`src/verilog/cip_pkg.sv`:
```
/*
  Constants and types shared by the per-core interrupt pending/enable block:
  register offsets, field positions, reset values and the register kind enum.
  Assumes a 12-bit APB byte address and 32-bit data.
*/
package cip_pkg;

  // sizes
  localparam int CIP_NUM_CORES = 4;
  localparam int CIP_SRC_W     = 80;
  localparam int CIP_PER_W     = 64;
  localparam int CIP_LOCAL_W   = 16;
  localparam int CIP_ADDR_W    = 12;
  localparam int CIP_SOFT_W    = 8;
  localparam int CIP_INT_W     = 5;

  // per-core window: core index in addr[7:6], sub offset in addr[5:0]
  localparam logic [11:0] CIP_CORE_LO  = 12'h200;
  localparam logic [11:0] CIP_CORE_HI  = 12'h2FF;
  localparam logic [5:0]  CIP_SUB_PEND = 6'h00;
  localparam logic [5:0]  CIP_SUB_SET  = 6'h10;
  localparam logic [5:0]  CIP_SUB_CLR  = 6'h20;
  localparam logic [1:0]  CIP_WORD_HIGH = 2'h2;

  // global registers
  localparam logic [11:0] CIP_OFF_SW_SET    = 12'h3F0;
  localparam logic [11:0] CIP_OFF_SW_CLR    = 12'h3F4;
  localparam logic [11:0] CIP_OFF_INT_STAT  = 12'h100;
  localparam logic [11:0] CIP_OFF_INT_MASK  = 12'h104;
  localparam logic [11:0] CIP_OFF_CONFIG    = 12'h108;
  localparam logic [11:0] CIP_OFF_BELL0     = 12'h110;
  localparam logic [11:0] CIP_OFF_BELL1     = 12'h114;
  localparam logic [11:0] CIP_OFF_TIMER_CTL = 12'h118;

  // high pending word fields and the config merge bit
  localparam int CIP_HI_IRQ_BIT  = 31;
  localparam int CIP_HI_MID_ANY  = 25;
  localparam int CIP_HI_LOW_ANY  = 24;
  localparam int CIP_CFG_MERGE   = 10;

  // local source positions within the 16-bit high group
  localparam int CIP_L_SOFT_LSB = 8;
  localparam int CIP_L_BUS_ERR  = 7;
  localparam int CIP_L_BURST    = 6;
  localparam int CIP_L_VC1      = 5;
  localparam int CIP_L_VC01     = 4;
  localparam int CIP_L_BELL1    = 3;
  localparam int CIP_L_BELL0    = 2;
  localparam int CIP_L_MBOX     = 1;
  localparam int CIP_L_TIMER    = 0;

  // interrupt status: bits 3:0 core line rise, bit 4 bus error
  localparam int CIP_INT_BUS_ERR = 4;

  // reset values
  localparam logic [31:0] CIP_RST_WORD = 32'h0000_0000;

  typedef enum logic [3:0] {
    CIP_K_NONE  = 4'b0000,
    CIP_K_PEND  = 4'b0001,
    CIP_K_SET   = 4'b0010,
    CIP_K_CLR   = 4'b0011,
    CIP_K_SWSET = 4'b0100,
    CIP_K_SWCLR = 4'b0101,
    CIP_K_STAT  = 4'b0110,
    CIP_K_MASK  = 4'b0111,
    CIP_K_CFG   = 4'b1000,
    CIP_K_BELL0 = 4'b1001,
    CIP_K_BELL1 = 4'b1010,
    CIP_K_TIMER = 4'b1011
  } cip_kind_t;

endpackage

```
`src/verilog/cip_top.sv`:
```
/*
  Per-core interrupt pending/enable controller with an APB register slave.
  Four cores, 80 sources each: 64 peripheral lines and 16 local sources.
  Assumes peripheral lines, core inputs, halts and mailbox are asynchronous;
  event pulses and burst signals come from logic on pclk.
*/
// The register offsets and the APB slave port were decided locally.
`timescale 1ns/1ps
module cip_top
  import cip_pkg::*;
#(
  parameter int NUM_CORES = cip_pkg::CIP_NUM_CORES
) (
  input  wire logic                       pclk,
  input  wire logic                       presetn,
  input  wire logic                       psel,
  input  wire logic                       penable,
  input  wire logic                       pwrite,
  input  wire logic [cip_pkg::CIP_ADDR_W-1:0] paddr,
  input  wire logic [31:0]                pwdata,
  output logic      [31:0]                prdata,
  output logic                            pready,
  output logic                            pslverr,
  input  wire logic [cip_pkg::CIP_PER_W-1:0] periph_irq,
  input  wire logic [NUM_CORES-1:0]       core_irq_in,
  input  wire logic                       vector_core0_halt,
  input  wire logic                       vector_core1_halt,
  input  wire logic                       mailbox0_irq,
  input  wire logic                       bus_error_pulse,
  input  wire logic                       burst_access,
  input  wire logic [3:0]                 burst_length_field,
  input  wire logic                       timer_event,
  input  wire logic                       doorbell0_event,
  input  wire logic                       doorbell1_event,
  output logic      [NUM_CORES-1:0]       core_line,
  output logic                            irq
);

  localparam int ASYNC_W = CIP_PER_W + NUM_CORES + 3;

  // classify an address; shared by the read and write paths
  function automatic cip_kind_t reg_kind(input logic [CIP_ADDR_W-1:0] a);
    logic [5:0] sub;
    sub = a[5:0];
    reg_kind = CIP_K_NONE;
    if (a >= CIP_CORE_LO && a <= CIP_CORE_HI && sub[1:0] == 2'b00
        && sub[3:2] <= CIP_WORD_HIGH) begin
      unique case ({sub[5:4], 4'h0})
        CIP_SUB_PEND: reg_kind = CIP_K_PEND;
        CIP_SUB_SET:  reg_kind = CIP_K_SET;
        CIP_SUB_CLR:  reg_kind = CIP_K_CLR;
        default:      reg_kind = CIP_K_NONE;
      endcase
    end else begin
      unique case (a)
        CIP_OFF_SW_SET:    reg_kind = CIP_K_SWSET;
        CIP_OFF_SW_CLR:    reg_kind = CIP_K_SWCLR;
        CIP_OFF_INT_STAT:  reg_kind = CIP_K_STAT;
        CIP_OFF_INT_MASK:  reg_kind = CIP_K_MASK;
        CIP_OFF_CONFIG:    reg_kind = CIP_K_CFG;
        CIP_OFF_BELL0:     reg_kind = CIP_K_BELL0;
        CIP_OFF_BELL1:     reg_kind = CIP_K_BELL1;
        CIP_OFF_TIMER_CTL: reg_kind = CIP_K_TIMER;
        default:           reg_kind = CIP_K_NONE;
      endcase
    end
  endfunction

  logic [ASYNC_W-1:0]     sync1_reg;
  logic [ASYNC_W-1:0]     sync2_reg;
  logic [CIP_PER_W-1:0]   periph_s;
  logic [NUM_CORES-1:0]   core_irq_s;
  logic                   vc0_s;
  logic                   vc1_s;
  logic                   mbox_s;
  logic [CIP_SOFT_W-1:0]  soft_trigger_bits;
  logic                   bus_err_reg;
  logic                   burst_err_reg;
  logic                   doorbell0_flag;
  logic                   doorbell1_flag;
  logic                   timer_flag;
  logic [31:0]            config_reg;
  logic [CIP_INT_W-1:0]   int_stat_reg;
  logic [CIP_INT_W-1:0]   int_mask_reg;
  logic [NUM_CORES-1:0]   line_d_reg;
  logic [CIP_LOCAL_W-1:0] local_src;
  logic [CIP_SRC_W-1:0]   all_src;
  logic [CIP_SRC_W-1:0]   enable_reg [NUM_CORES];
  logic [CIP_SRC_W-1:0]   pending    [NUM_CORES];
  logic [31:0]            high_word  [NUM_CORES];
  logic [31:0]            prdata_reg;
  logic                   slverr_reg;
  logic [31:0]            read_next;
  cip_kind_t              kind;
  logic [1:0]             core_sel;
  logic [1:0]             word_sel;
  logic                   setup_ph;
  logic                   wr_fire;
  logic                   rd_fire;

  // two-flop synchroniser for every asynchronous input
  always_ff @(posedge pclk or negedge presetn) begin
    if (!presetn) begin
      sync1_reg <= '0;
      sync2_reg <= '0;
    end else begin
      sync1_reg <= {periph_irq, core_irq_in, vector_core0_halt, vector_core1_halt,
                    mailbox0_irq};
      sync2_reg <= sync1_reg;
    end
  end

  assign periph_s   = sync2_reg[ASYNC_W-1 -: CIP_PER_W];
  assign core_irq_s = sync2_reg[NUM_CORES+2:3];
  assign vc0_s      = sync2_reg[2];
  assign vc1_s      = sync2_reg[1];
  assign mbox_s     = sync2_reg[0];

  // bus decode
  assign kind     = reg_kind(paddr);
  assign core_sel = paddr[7:6];
  assign word_sel = paddr[3:2];
  assign setup_ph = psel && !penable;
  assign wr_fire  = psel && penable && pwrite;
  assign rd_fire  = psel && penable && !pwrite;

  always_ff @(posedge pclk or negedge presetn) begin
    if (!presetn) begin
      soft_trigger_bits <= '0;
    end else if (wr_fire && kind == CIP_K_SWSET) begin
      soft_trigger_bits <= soft_trigger_bits | pwdata[CIP_SOFT_W-1:0];
    end else if (wr_fire && kind == CIP_K_SWCLR) begin
      soft_trigger_bits <= soft_trigger_bits & ~pwdata[CIP_SOFT_W-1:0];
    end
  end

  always_ff @(posedge pclk or negedge presetn) begin
    if (!presetn) begin
      bus_err_reg   <= 1'b0;
      burst_err_reg <= 1'b0;
    end else begin
      if (bus_error_pulse) begin
        bus_err_reg <= 1'b1;
      end
      if (burst_access && burst_length_field != 4'h0) begin
        burst_err_reg <= 1'b1;
      end
    end
  end

  // doorbell and timer flags, an event wins over its clear
  always_ff @(posedge pclk or negedge presetn) begin
    if (!presetn) begin
      doorbell0_flag <= 1'b0;
      doorbell1_flag <= 1'b0;
      timer_flag     <= 1'b0;
    end else begin
      doorbell0_flag <= doorbell0_event ||
                        (doorbell0_flag && !(rd_fire && kind == CIP_K_BELL0));
      doorbell1_flag <= doorbell1_event ||
                        (doorbell1_flag && !(rd_fire && kind == CIP_K_BELL1));
      timer_flag     <= timer_event ||
                        (timer_flag && !(wr_fire && kind == CIP_K_TIMER));
    end
  end

  // configuration and interrupt mask
  always_ff @(posedge pclk or negedge presetn) begin
    if (!presetn) begin
      config_reg   <= CIP_RST_WORD;
      int_mask_reg <= '0;
    end else if (wr_fire && kind == CIP_K_CFG) begin
      config_reg <= pwdata;
    end else if (wr_fire && kind == CIP_K_MASK) begin
      int_mask_reg <= pwdata[CIP_INT_W-1:0];
    end
  end

  // sticky status: core line rise and bus error; write one clears, set wins
  always_ff @(posedge pclk or negedge presetn) begin
    if (!presetn) begin
      int_stat_reg <= '0;
      line_d_reg   <= '0;
    end else begin
      line_d_reg   <= core_line;
      int_stat_reg <= {bus_error_pulse, core_line & ~line_d_reg} |
                      (int_stat_reg & ~((wr_fire && kind == CIP_K_STAT) ?
                                        pwdata[CIP_INT_W-1:0] : '0));
    end
  end

  assign irq = |(int_stat_reg & int_mask_reg);

  // halt merge; local group of the high word
  assign local_src = {soft_trigger_bits, bus_err_reg, burst_err_reg, vc1_s,
                      vc0_s | (config_reg[CIP_CFG_MERGE] & vc1_s),
                      doorbell1_flag, doorbell0_flag, mbox_s, timer_flag};
  assign all_src = {local_src, periph_s};

  for (genvar c = 0; c < NUM_CORES; c++) begin : g_core
    cip_core_slice #(
      .SRC_W (CIP_SRC_W)
    ) u_slice (
      .pclk       (pclk),
      .presetn    (presetn),
      .set_we     (wr_fire && kind == CIP_K_SET && core_sel == 2'(c)),
      .clr_we     (wr_fire && kind == CIP_K_CLR && core_sel == 2'(c)),
      .word_sel   (word_sel),
      .wdata      (pwdata),
      .src_level  (all_src),
      .enable_reg (enable_reg[c]),
      .pending    (pending[c]),
      .core_line  (core_line[c])
    );
    assign high_word[c] = {core_irq_s[c], 5'h00, |pending[c][63:32],
                           |pending[c][31:0], 8'h00, pending[c][79:64]};
  end

  // read multiplexer
  always_comb begin
    read_next = CIP_RST_WORD;
    unique case (kind)
      CIP_K_PEND: begin
        unique case (word_sel)
          2'h0:    read_next = pending[core_sel][31:0];
          2'h1:    read_next = pending[core_sel][63:32];
          default: read_next = high_word[core_sel];
        endcase
      end
      CIP_K_SET, CIP_K_CLR: begin
        unique case (word_sel)
          2'h0:    read_next = enable_reg[core_sel][31:0];
          2'h1:    read_next = enable_reg[core_sel][63:32];
          default: read_next = {16'h0000, enable_reg[core_sel][79:64]};
        endcase
      end
      CIP_K_SWSET, CIP_K_SWCLR: read_next = {24'h000000, soft_trigger_bits};
      CIP_K_STAT:  read_next = {27'h0, int_stat_reg};
      CIP_K_MASK:  read_next = {27'h0, int_mask_reg};
      CIP_K_CFG:   read_next = config_reg;
      CIP_K_BELL0: read_next = {31'h0, doorbell0_flag};
      CIP_K_BELL1: read_next = {31'h0, doorbell1_flag};
      CIP_K_TIMER: read_next = {31'h0, timer_flag};
      default:     read_next = CIP_RST_WORD;
    endcase
  end

  // capture read data and error in the setup cycle; no wait states
  always_ff @(posedge pclk or negedge presetn) begin
    if (!presetn) begin
      prdata_reg <= CIP_RST_WORD;
      slverr_reg <= 1'b0;
    end else if (setup_ph) begin
      prdata_reg <= pwrite ? CIP_RST_WORD : read_next;
      slverr_reg <= (kind == CIP_K_NONE);
    end
  end

  assign prdata  = prdata_reg;
  assign pslverr = slverr_reg;
  assign pready  = 1'b1;

  a_soft_set_ones: assert property (@(posedge pclk) disable iff (!presetn)
    (wr_fire && kind == CIP_K_SWSET) |=>
      ((soft_trigger_bits & $past(pwdata[7:0])) == $past(pwdata[7:0])))
    else $error("soft trigger not set by write of ones");
  a_soft_hold: assert property (@(posedge pclk) disable iff (!presetn)
    !(wr_fire && kind == CIP_K_SWCLR) |=>
      ((soft_trigger_bits & $past(soft_trigger_bits)) == $past(soft_trigger_bits)))
    else $error("soft trigger dropped without a clear write");
  a_bus_err_sticky: assert property (@(posedge pclk) disable iff (!presetn)
    bus_error_pulse |=> bus_err_reg [*8])
    else $error("bus error flag not held");
  a_burst_detect: assert property (@(posedge pclk) disable iff (!presetn)
    (burst_access && burst_length_field == 4'h0 && !burst_err_reg) |=> !burst_err_reg)
    else $error("burst flag set by a single-beat access");
  a_burst_set: assert property (@(posedge pclk) disable iff (!presetn)
    (burst_access && burst_length_field != 4'h0) |=> burst_err_reg)
    else $error("burst flag not set by a burst access");
  a_halt_merge: assert property (@(posedge pclk) disable iff (!presetn)
    (!config_reg[CIP_CFG_MERGE] && !vc0_s) |-> !local_src[CIP_L_VC01])
    else $error("merged halt bit set while merge disabled");
  a_bell_clear: assert property (@(posedge pclk) disable iff (!presetn)
    (rd_fire && kind == CIP_K_BELL0 && !doorbell0_event) |=> !doorbell0_flag)
    else $error("doorbell 0 flag not cleared by read");
  a_timer_clear: assert property (@(posedge pclk) disable iff (!presetn)
    (wr_fire && kind == CIP_K_TIMER && !timer_event) |=> !timer_flag)
    else $error("timer flag not cleared by control write");
  a_high_word_read: assert property (@(posedge pclk) disable iff (!presetn)
    (setup_ph && !pwrite && kind == CIP_K_PEND && word_sel == CIP_WORD_HIGH) |=>
      (prdata[30:26] == 5'h00 && prdata[23:16] == 8'h00 &&
       prdata[31] == $past(core_irq_s[core_sel])))
    else $error("high pending word reserved or level bit wrong");

  c_soft_irq: cover property (@(posedge pclk) disable iff (!presetn)
    (wr_fire && kind == CIP_K_SWSET) ##[1:20] core_line[1]);
  c_enable_then_line: cover property (@(posedge pclk) disable iff (!presetn)
    (wr_fire && kind == CIP_K_SET) ##[1:40] irq);
  c_bell_read: cover property (@(posedge pclk) disable iff (!presetn)
    doorbell0_flag ##[1:20] (rd_fire && kind == CIP_K_BELL0));
  c_unmapped: cover property (@(posedge pclk) disable iff (!presetn)
    rd_fire && pslverr);

endmodule

```
`src/verilog/cip_core_slice.sv`:
```
/*
  One core's enable state and masked pending vector.
  Assumes set/clear strobes are one-cycle pulses from the bus slave, never both
  at once, and that sources are already synchronous to pclk.
*/
`timescale 1ns/1ps
module cip_core_slice
  import cip_pkg::*;
#(
  parameter int SRC_W = cip_pkg::CIP_SRC_W
) (
  input  wire logic             pclk,
  input  wire logic             presetn,
  input  wire logic             set_we,
  input  wire logic             clr_we,
  input  wire logic [1:0]       word_sel,
  input  wire logic [31:0]      wdata,
  input  wire logic [SRC_W-1:0] src_level,
  output logic      [SRC_W-1:0] enable_reg,
  output logic      [SRC_W-1:0] pending,
  output logic                  core_line
);

  logic [95:0]      wide_mask;
  logic [SRC_W-1:0] word_mask;

  // place the written word over its 32-bit lane
  assign wide_mask = {64'h0, wdata} << {word_sel, 5'b00000};
  assign word_mask = wide_mask[SRC_W-1:0];

  always_ff @(posedge pclk or negedge presetn) begin
    if (!presetn) begin
      enable_reg <= '0;
    end else if (set_we) begin
      enable_reg <= enable_reg | word_mask;
    end else if (clr_we) begin
      enable_reg <= enable_reg & ~word_mask;
    end
  end

  assign pending = src_level & enable_reg;
  assign core_line = |pending;

  a_disabled_zero: assert property (@(posedge pclk) disable iff (!presetn)
    (pending & ~enable_reg) == '0)
    else $error("pending bit shown for a disabled source");
  a_set_only_adds: assert property (@(posedge pclk) disable iff (!presetn)
    set_we |=> (enable_reg == ($past(enable_reg) | $past(word_mask))))
    else $error("set write did not add exactly the written ones");
  a_clr_only_removes: assert property (@(posedge pclk) disable iff (!presetn)
    clr_we |=> (enable_reg == ($past(enable_reg) & ~$past(word_mask))))
    else $error("clear write did not remove exactly the written ones");
  a_enable_no_overwrite: assert property (@(posedge pclk) disable iff (!presetn)
    (!set_we && !clr_we) |=> $stable(enable_reg))
    else $error("enable state changed without a set or clear write");
  a_line_follows: assert property (@(posedge pclk) disable iff (!presetn)
    core_line == (pending != '0))
    else $error("core line does not match pending bits");

endmodule

```
`config.mk`:
```
export PLATFORM = sky130hd
export DESIGN_NAME = cip_top
export DESIGN_NICKNAME = d
export VERILOG_FILES = /design/src/verilog/cip_pkg.sv /design/src/verilog/cip_top.sv /design/src/verilog/cip_core_slice.sv
export SDC_FILE = /design/constraint.sdc
export NUM_CORES = 1
export LEC_CHECK = 0
export ABC_AREA = 1
export BUFFER_PORTS_ARGS = -buffer_cell sky130_fd_sc_hd__buf_2
export CORE_AREA = 2 2 217 219
export DETAILED_ROUTE_END_ITERATION = 16
export DIE_AREA = 0 0 219 221
export GPL_TIMING_DRIVEN = 1
export PLACE_DENSITY = 0.79
export SETUP_SLACK_MARGIN = 0.3
export SLEW_MARGIN = 20
export SYNTH_ARGS = -nofsm -noshare
export SYNTH_HDL_FRONTEND = slang
export SYNTH_SLANG_ARGS = --single-unit
```
`constraint.sdc`:
```
create_clock -name pclk -period 1.9 [get_ports pclk]
set_clock_uncertainty 0.15 [all_clocks]
set_input_delay 0.38 -clock pclk [delete_from_list [all_inputs] [get_ports pclk]]
set_output_delay 0.38 -clock pclk [all_outputs]
set_load 0.02 [all_outputs]
```
==> results.py, run 1 <==
metrics = {
    "synth": {
        "synth.area.mux_share": 0.0830,
        "synth_area_leaders": "dfrtp_1, nand2_1, mux2_2",
        "async_flop_share": 1.00,
        "synth.yosys.seq_area_share": 0.498,
        "yosysTopAreaCellShare": 0.498,
        "yosys.cell_types.count": 48,
        "synth_area_sq_um": 27800,
        "synth_fa_ha_area_frac": 0.00225,
        "ys_warn_count": 0,
        "synth-main-ff-cell": "dfrtp_1",
        "synth_edf_count": 0,
        "syn_avg_cell_area_sq_um": 8.10,
        "synth_compound_area_frac": 0.104,
        "syn-num-nets": 3566,
        "yosys.area.top_type": "dfrtp_1",
        "ys_seq_elements": 554,
        "synth_top_family_by_area": "simple AND/OR/NAND/NOR gates",
        "synth_simple_gate_area_share": 0.251,
        "syn_inst": 3432,
        "yosys.area_share.xor_xnor": 0,
    },
    "floorplan": {
        "rows": 79,
        "die_h_um": 221,
        "fp.dieW_um": 219,
        "initial_core_util": 0.604,
        "num_io_pins": 168,
    },
    "outcome": {
        "stop_error": "[ERROR GRT-0232] Routing congestion too high. Check the congestion heatmap in the GUI.",
        "status": "did not finish",
        "stop_stage": "global routing",
    },
    "placement": {
        "portBuffers": 166,
        "gp_congestion": 1.02,
        "dp_hpwl_um": 80900,
        "place_inst": 4629,
    },
    "clock_network": {
        "clock-root-buffer": "clkbuf_16",
        "clock_sinks": 554,
        "cts_buffers": 59,
        "cts_max_level": 2,
        "clockBufferDepth": 3,
    },
    "global_routing": {
        "globalRouteTotalUtil": 1.08,
        "grt_max_degree": 89,
        "gr-total-overflow": 4488,
    },
}
-- timing repair --
item / in CTS
hold buffers: 98
buffers inserted: 68
endpoints found under the hold margin: 632
resized for setup: 647
pin swaps: 195
cloned: 33
endpoints found under the setup margin: 446
-- cells by family after synthesis --
group,count (synthesis)
flip-flops,554
buffers and inverters,428
other,1
AO/OA/AOI/OAI,486
AND/OR/NAND/NOR,1753
adder cells (fa/ha/maj),5
multiplexers,205
-- cell usage after synthesis (6+ instances only) --
| cell | n |
|---|---|
| a211oi_1 | 7 |
| a21oi_1 | 158 |
| a22o_1 | 13 |
| a22oi_1 | 64 |
| a31oi_1 | 7 |
| buf_1 | 16 |
| buf_2 | 40 |
| buf_4 | 13 |
| clkbuf_1 | 93 |
| dfrtp_1 | 554 |
| inv_1 | 256 |
| inv_2 | 10 |
| mux2_1 | 19 |
| mux2_2 | 186 |
| nand2_1 | 1014 |
| nand3_1 | 92 |
| nand3b_1 | 10 |
| nand4_1 | 51 |
| nor2_1 | 555 |
| o2111ai_1 | 7 |
| o211ai_1 | 19 |
| o21ai_0 | 89 |
| o21ai_1 | 47 |
| o221ai_1 | 6 |
| o22ai_1 | 58 |
-- through the flow --
step | setup slack, ps | cell area [sq um] | utilization
after floorplan | -244 | 28800 | -
after global placement | -730 | 34700 | 0.752
after detailed placement | -762 | 34700 | 0.752
after CTS | -1210 | 41600 | 0.903
-- layer usage --
| metal | track usage | overflow |
|---|---|---|
| met5 | 0.799 | 32 |
| met4 | 1.16 | 905 |
| met2 | 1.31 | 3128 |
| met3 | 0.917 | 221 |
| met1 | 0.969 | 202 |
==> run 2, diff against run 1 <==
--- a/config.mk
+++ b/config.mk
@@ -7,12 +7,11 @@
 export LEC_CHECK = 0
 export ABC_AREA = 1
 export BUFFER_PORTS_ARGS = -buffer_cell sky130_fd_sc_hd__buf_2
-export CORE_AREA = 2 2 217 219
+export CORE_AREA = 2 2 267 269
 export DETAILED_ROUTE_END_ITERATION = 16
-export DIE_AREA = 0 0 219 221
+export DIE_AREA = 0 0 269 271
 export GPL_TIMING_DRIVEN = 1
-export PLACE_DENSITY = 0.79
-export SETUP_SLACK_MARGIN = 0.3
+export PLACE_DENSITY_LB_ADDON = 0.15
 export SLEW_MARGIN = 20
 export SYNTH_ARGS = -nofsm -noshare
 export SYNTH_HDL_FRONTEND = slang
==> run 2 against run 1 <==
The flow now finishes, with violations (setup timing); synthesized area is the same; synthesized cell count is the same.
==> results.py, run 2 <==
metrics = {
    "synth": {
        "synth_edf_count": 0,
        "synth_area_sq_um": 27800,
        "yosys.area.top_type": "dfrtp_1",
        "yosysTopAreaCellShare": 0.498,
        "syn-num-nets": 3566,
        "synth.yosys.seq_area_share": 0.498,
        "syn_avg_cell_area_sq_um": 8.10,
        "synth_area_leaders": "dfrtp_1, nand2_1, mux2_2",
        "yosys.cell_types.count": 48,
        "syn_inst": 3432,
        "ys_seq_elements": 554,
        "ys_warn_count": 0,
        "async_flop_share": 1.00,
        "synthTopCellsByCount": "nand2_1, nor2_1, dfrtp_1",
        "synth.most_common_cell": "nand2_1",
        "synth-main-ff-cell": "dfrtp_1",
    },
    "clock_network": {
        "clock-root-buffer": "clkbuf_16",
        "clockBufferDepth": 3,
        "cts_max_level": 3,
        "cts_tree": "done",
        "cts_buffers": 66,
        "clock_latency_ps": 620,
        "clock_sinks": 554,
        "cts.clk_slew.worst_paths_ps": 60,
    },
    "floorplan": {
        "core-area_sq_um": 69800,
        "die_h_um": 271,
        "fp.dieW_um": 269,
        "die_area_sq_um": 72900,
        "initial_core_util": 0.399,
        "rows": 97,
        "num_io_pins": 168,
    },
    "final_layout": {
        "nets": 4386,
        "final_cell_mix": "nand2_1, buf_4, dfrtp_1",
        "syn2layout_area_growth_pct": 44.2,
        "final_cells": 5239,
        "final_common_cell": "nand2_1",
        "drive_gt1_frac": 0.343,
        "regArea_sq_um": 13900,
        "n_fill_cell": 6310,
        "multi_input_area_sq_um": 13900,
    },
    "timing": {
        "fin_crit_sh": 1.60,
        "worst_pin_slew_ps": 588,
        "drv_slew": 0,
        "period_minus_slack_ps": 3030,
        "hold_viol": 0,
        "setup_viol": 16,
        "rsz0062_at_grt": "true",
        "fmax_mhz": 330,
        "fin_ws_ps": -1130,
        "tns_ps": -7370,
        "max_slew_margin": 0.606,
    },
    "route": {
        "drt_iter0_drc": 2827,
        "drt_wl_total_um": 114000,
        "via_count": 27500,
        "post_drt_wl_per_cell_um": 21.9,
        "first_pass_iters": 6,
        "drc_errors": 0,
        "drtAntennaViolNets": 0,
        "viasPerCell": 5.25,
    },
    "outcome": {
        "status": "complete, but fails checks",
        "violations": "setup timing",
    },
    "worst_setup_path": {
        "critPathKind": "flop to primary output",
        "r2r-start": "sync2_reg[7]",
        "slowest_delay_ps": 460,
        "startpoint": "sync2_reg[8]",
        "crit_chain": "nand2_1 -> nand2_1 -> nor2_1 -> nand2_1 -> nor2_1 -> buf_4 -> nand4_1 -> nand3b_1 -> buf_6",
        "crit_path_end_kind": "primary output",
        "crit_family": "simple AND/OR/NAND/NOR gates",
        "worst_setup_path_start_kind": "flop",
        "path_common_cell": "nand2_1",
        "arrival_ps": 2500,
        "worst-path-max-fanout": 5,
        "critPathBufInv": 2,
        "critPathRequiredTime_ps": 1370,
        "cp_slowest_cell": "dfrtp_1",
    },
    "min_path": {
        "hp-class": "primary input to flop",
        "worstHoldStart": "pwdata[26]",
    },
    "placement": {
        "dp_hpwl_um": 81600,
        "portBuffers": 166,
        "gp_congestion": 0.984,
        "place_inst": 4985,
    },
    "power": {
        "power_leakage_uw": 0.0197,
        "p_total_uw": 27900,
        "peakVddDrop_v": 0.000559,
        "p_per_area_nw_per_um2": 696,
    },
    "global_routing": {
        "grt_pass1_vias": 26300,
        "antenna_found_initial": 3,
        "grt_max_degree": 70,
        "gr-total-overflow": 0,
        "grt_pass1_wl_um": 165000,
        "globalRouteTotalUtil": 0.304,
    },
    "flow_run": {
        "max_cap_viol_count": 0,
    },
}
run 2: cells by family (layout without fill, tap and decap cells):
group	count (synthesis)	after routing	synth area share
other	1	2	0.000135
AO/OA/AOI/OAI	486	486	0.104
buffers and inverters	428	1294	0.0613
AND/OR/NAND/NOR	1753	1753	0.251
multiplexers	205	205	0.0830
adder cells (fa/ha/maj)	5	5	0.00225
flip-flops	554	554	0.498
run 2: worst min-delay path: cells and delay by family:
family | cells | cell delay, ps
buffers and inverters | 2 | 180
AO/OA/AOI/OAI | 1 | 160
run 2: final cells by class:
type / instances / area share
antenna: 1 / 0.0000624
clock inverter: 19 / 0.00665
multi-input combinational: 2450 / 0.346
inverter: 266 / 0.0256
clock buffer: 95 / 0.0485
timing repair buffer: 914 / 0.198
sequential: 554 / 0.347
tap: 940 / 0.0293
run 2: what timing repair did:
action,in CTS,in global routing
setup buffers,13,23
setup endpoints to repair,33,330
hold buffers,92,0
hold endpoints to repair,645,0
gates cloned,0,13
gates resized for setup,99,246
pin swaps,34,86
run 2: layer usage:
layer	share of wire	GRT usage	vias to the layer above	routed length, um
met3	0.10	0.0655	243	11400
met5	0.00021	0	-	24
met2	0.42	0.441	1291	48600
li1	-	-	12800	-
met4	0.039	0.110	4	4470
met1	0.44	0.445	13100	50000
run 2: per-stage QoR:
stage	area [sq um]	setup slack (ps)	utilization	hold slack (ps)
6_report	40100	-1130	0.575	17.9
5_1_grt	40100	-1190	0.575	40.5
4_1_cts	38800	-1110	0.557	3.66
3_5_place_dp	35300	-652	0.506	113
3_3_place_gp	35300	-631	0.506	116
2_1_floorplan	28800	-244	-	-65.6
run 2: final timing paths:
check                             endpoint  slack (ps)  cells after the start
setup / recovery              core_line[0]       -1130                      9
setup reg to reg           int_stat_reg[2]        -430                     13
hold reg to reg              sync2_reg[65]         190                      0
hold / removal              config_reg[26]          20                      3
max in group asynchronous       prdata[12]         720                      3
min in group asynchronous    sync1_reg[68]          90                      2
run 2: power by group:
group          internal (uW)  switching, uW
clock network           7910           5260
logic                    996           1610
registers              12000            160
total                  20900           7030
(Power assumes the default switching activity.)
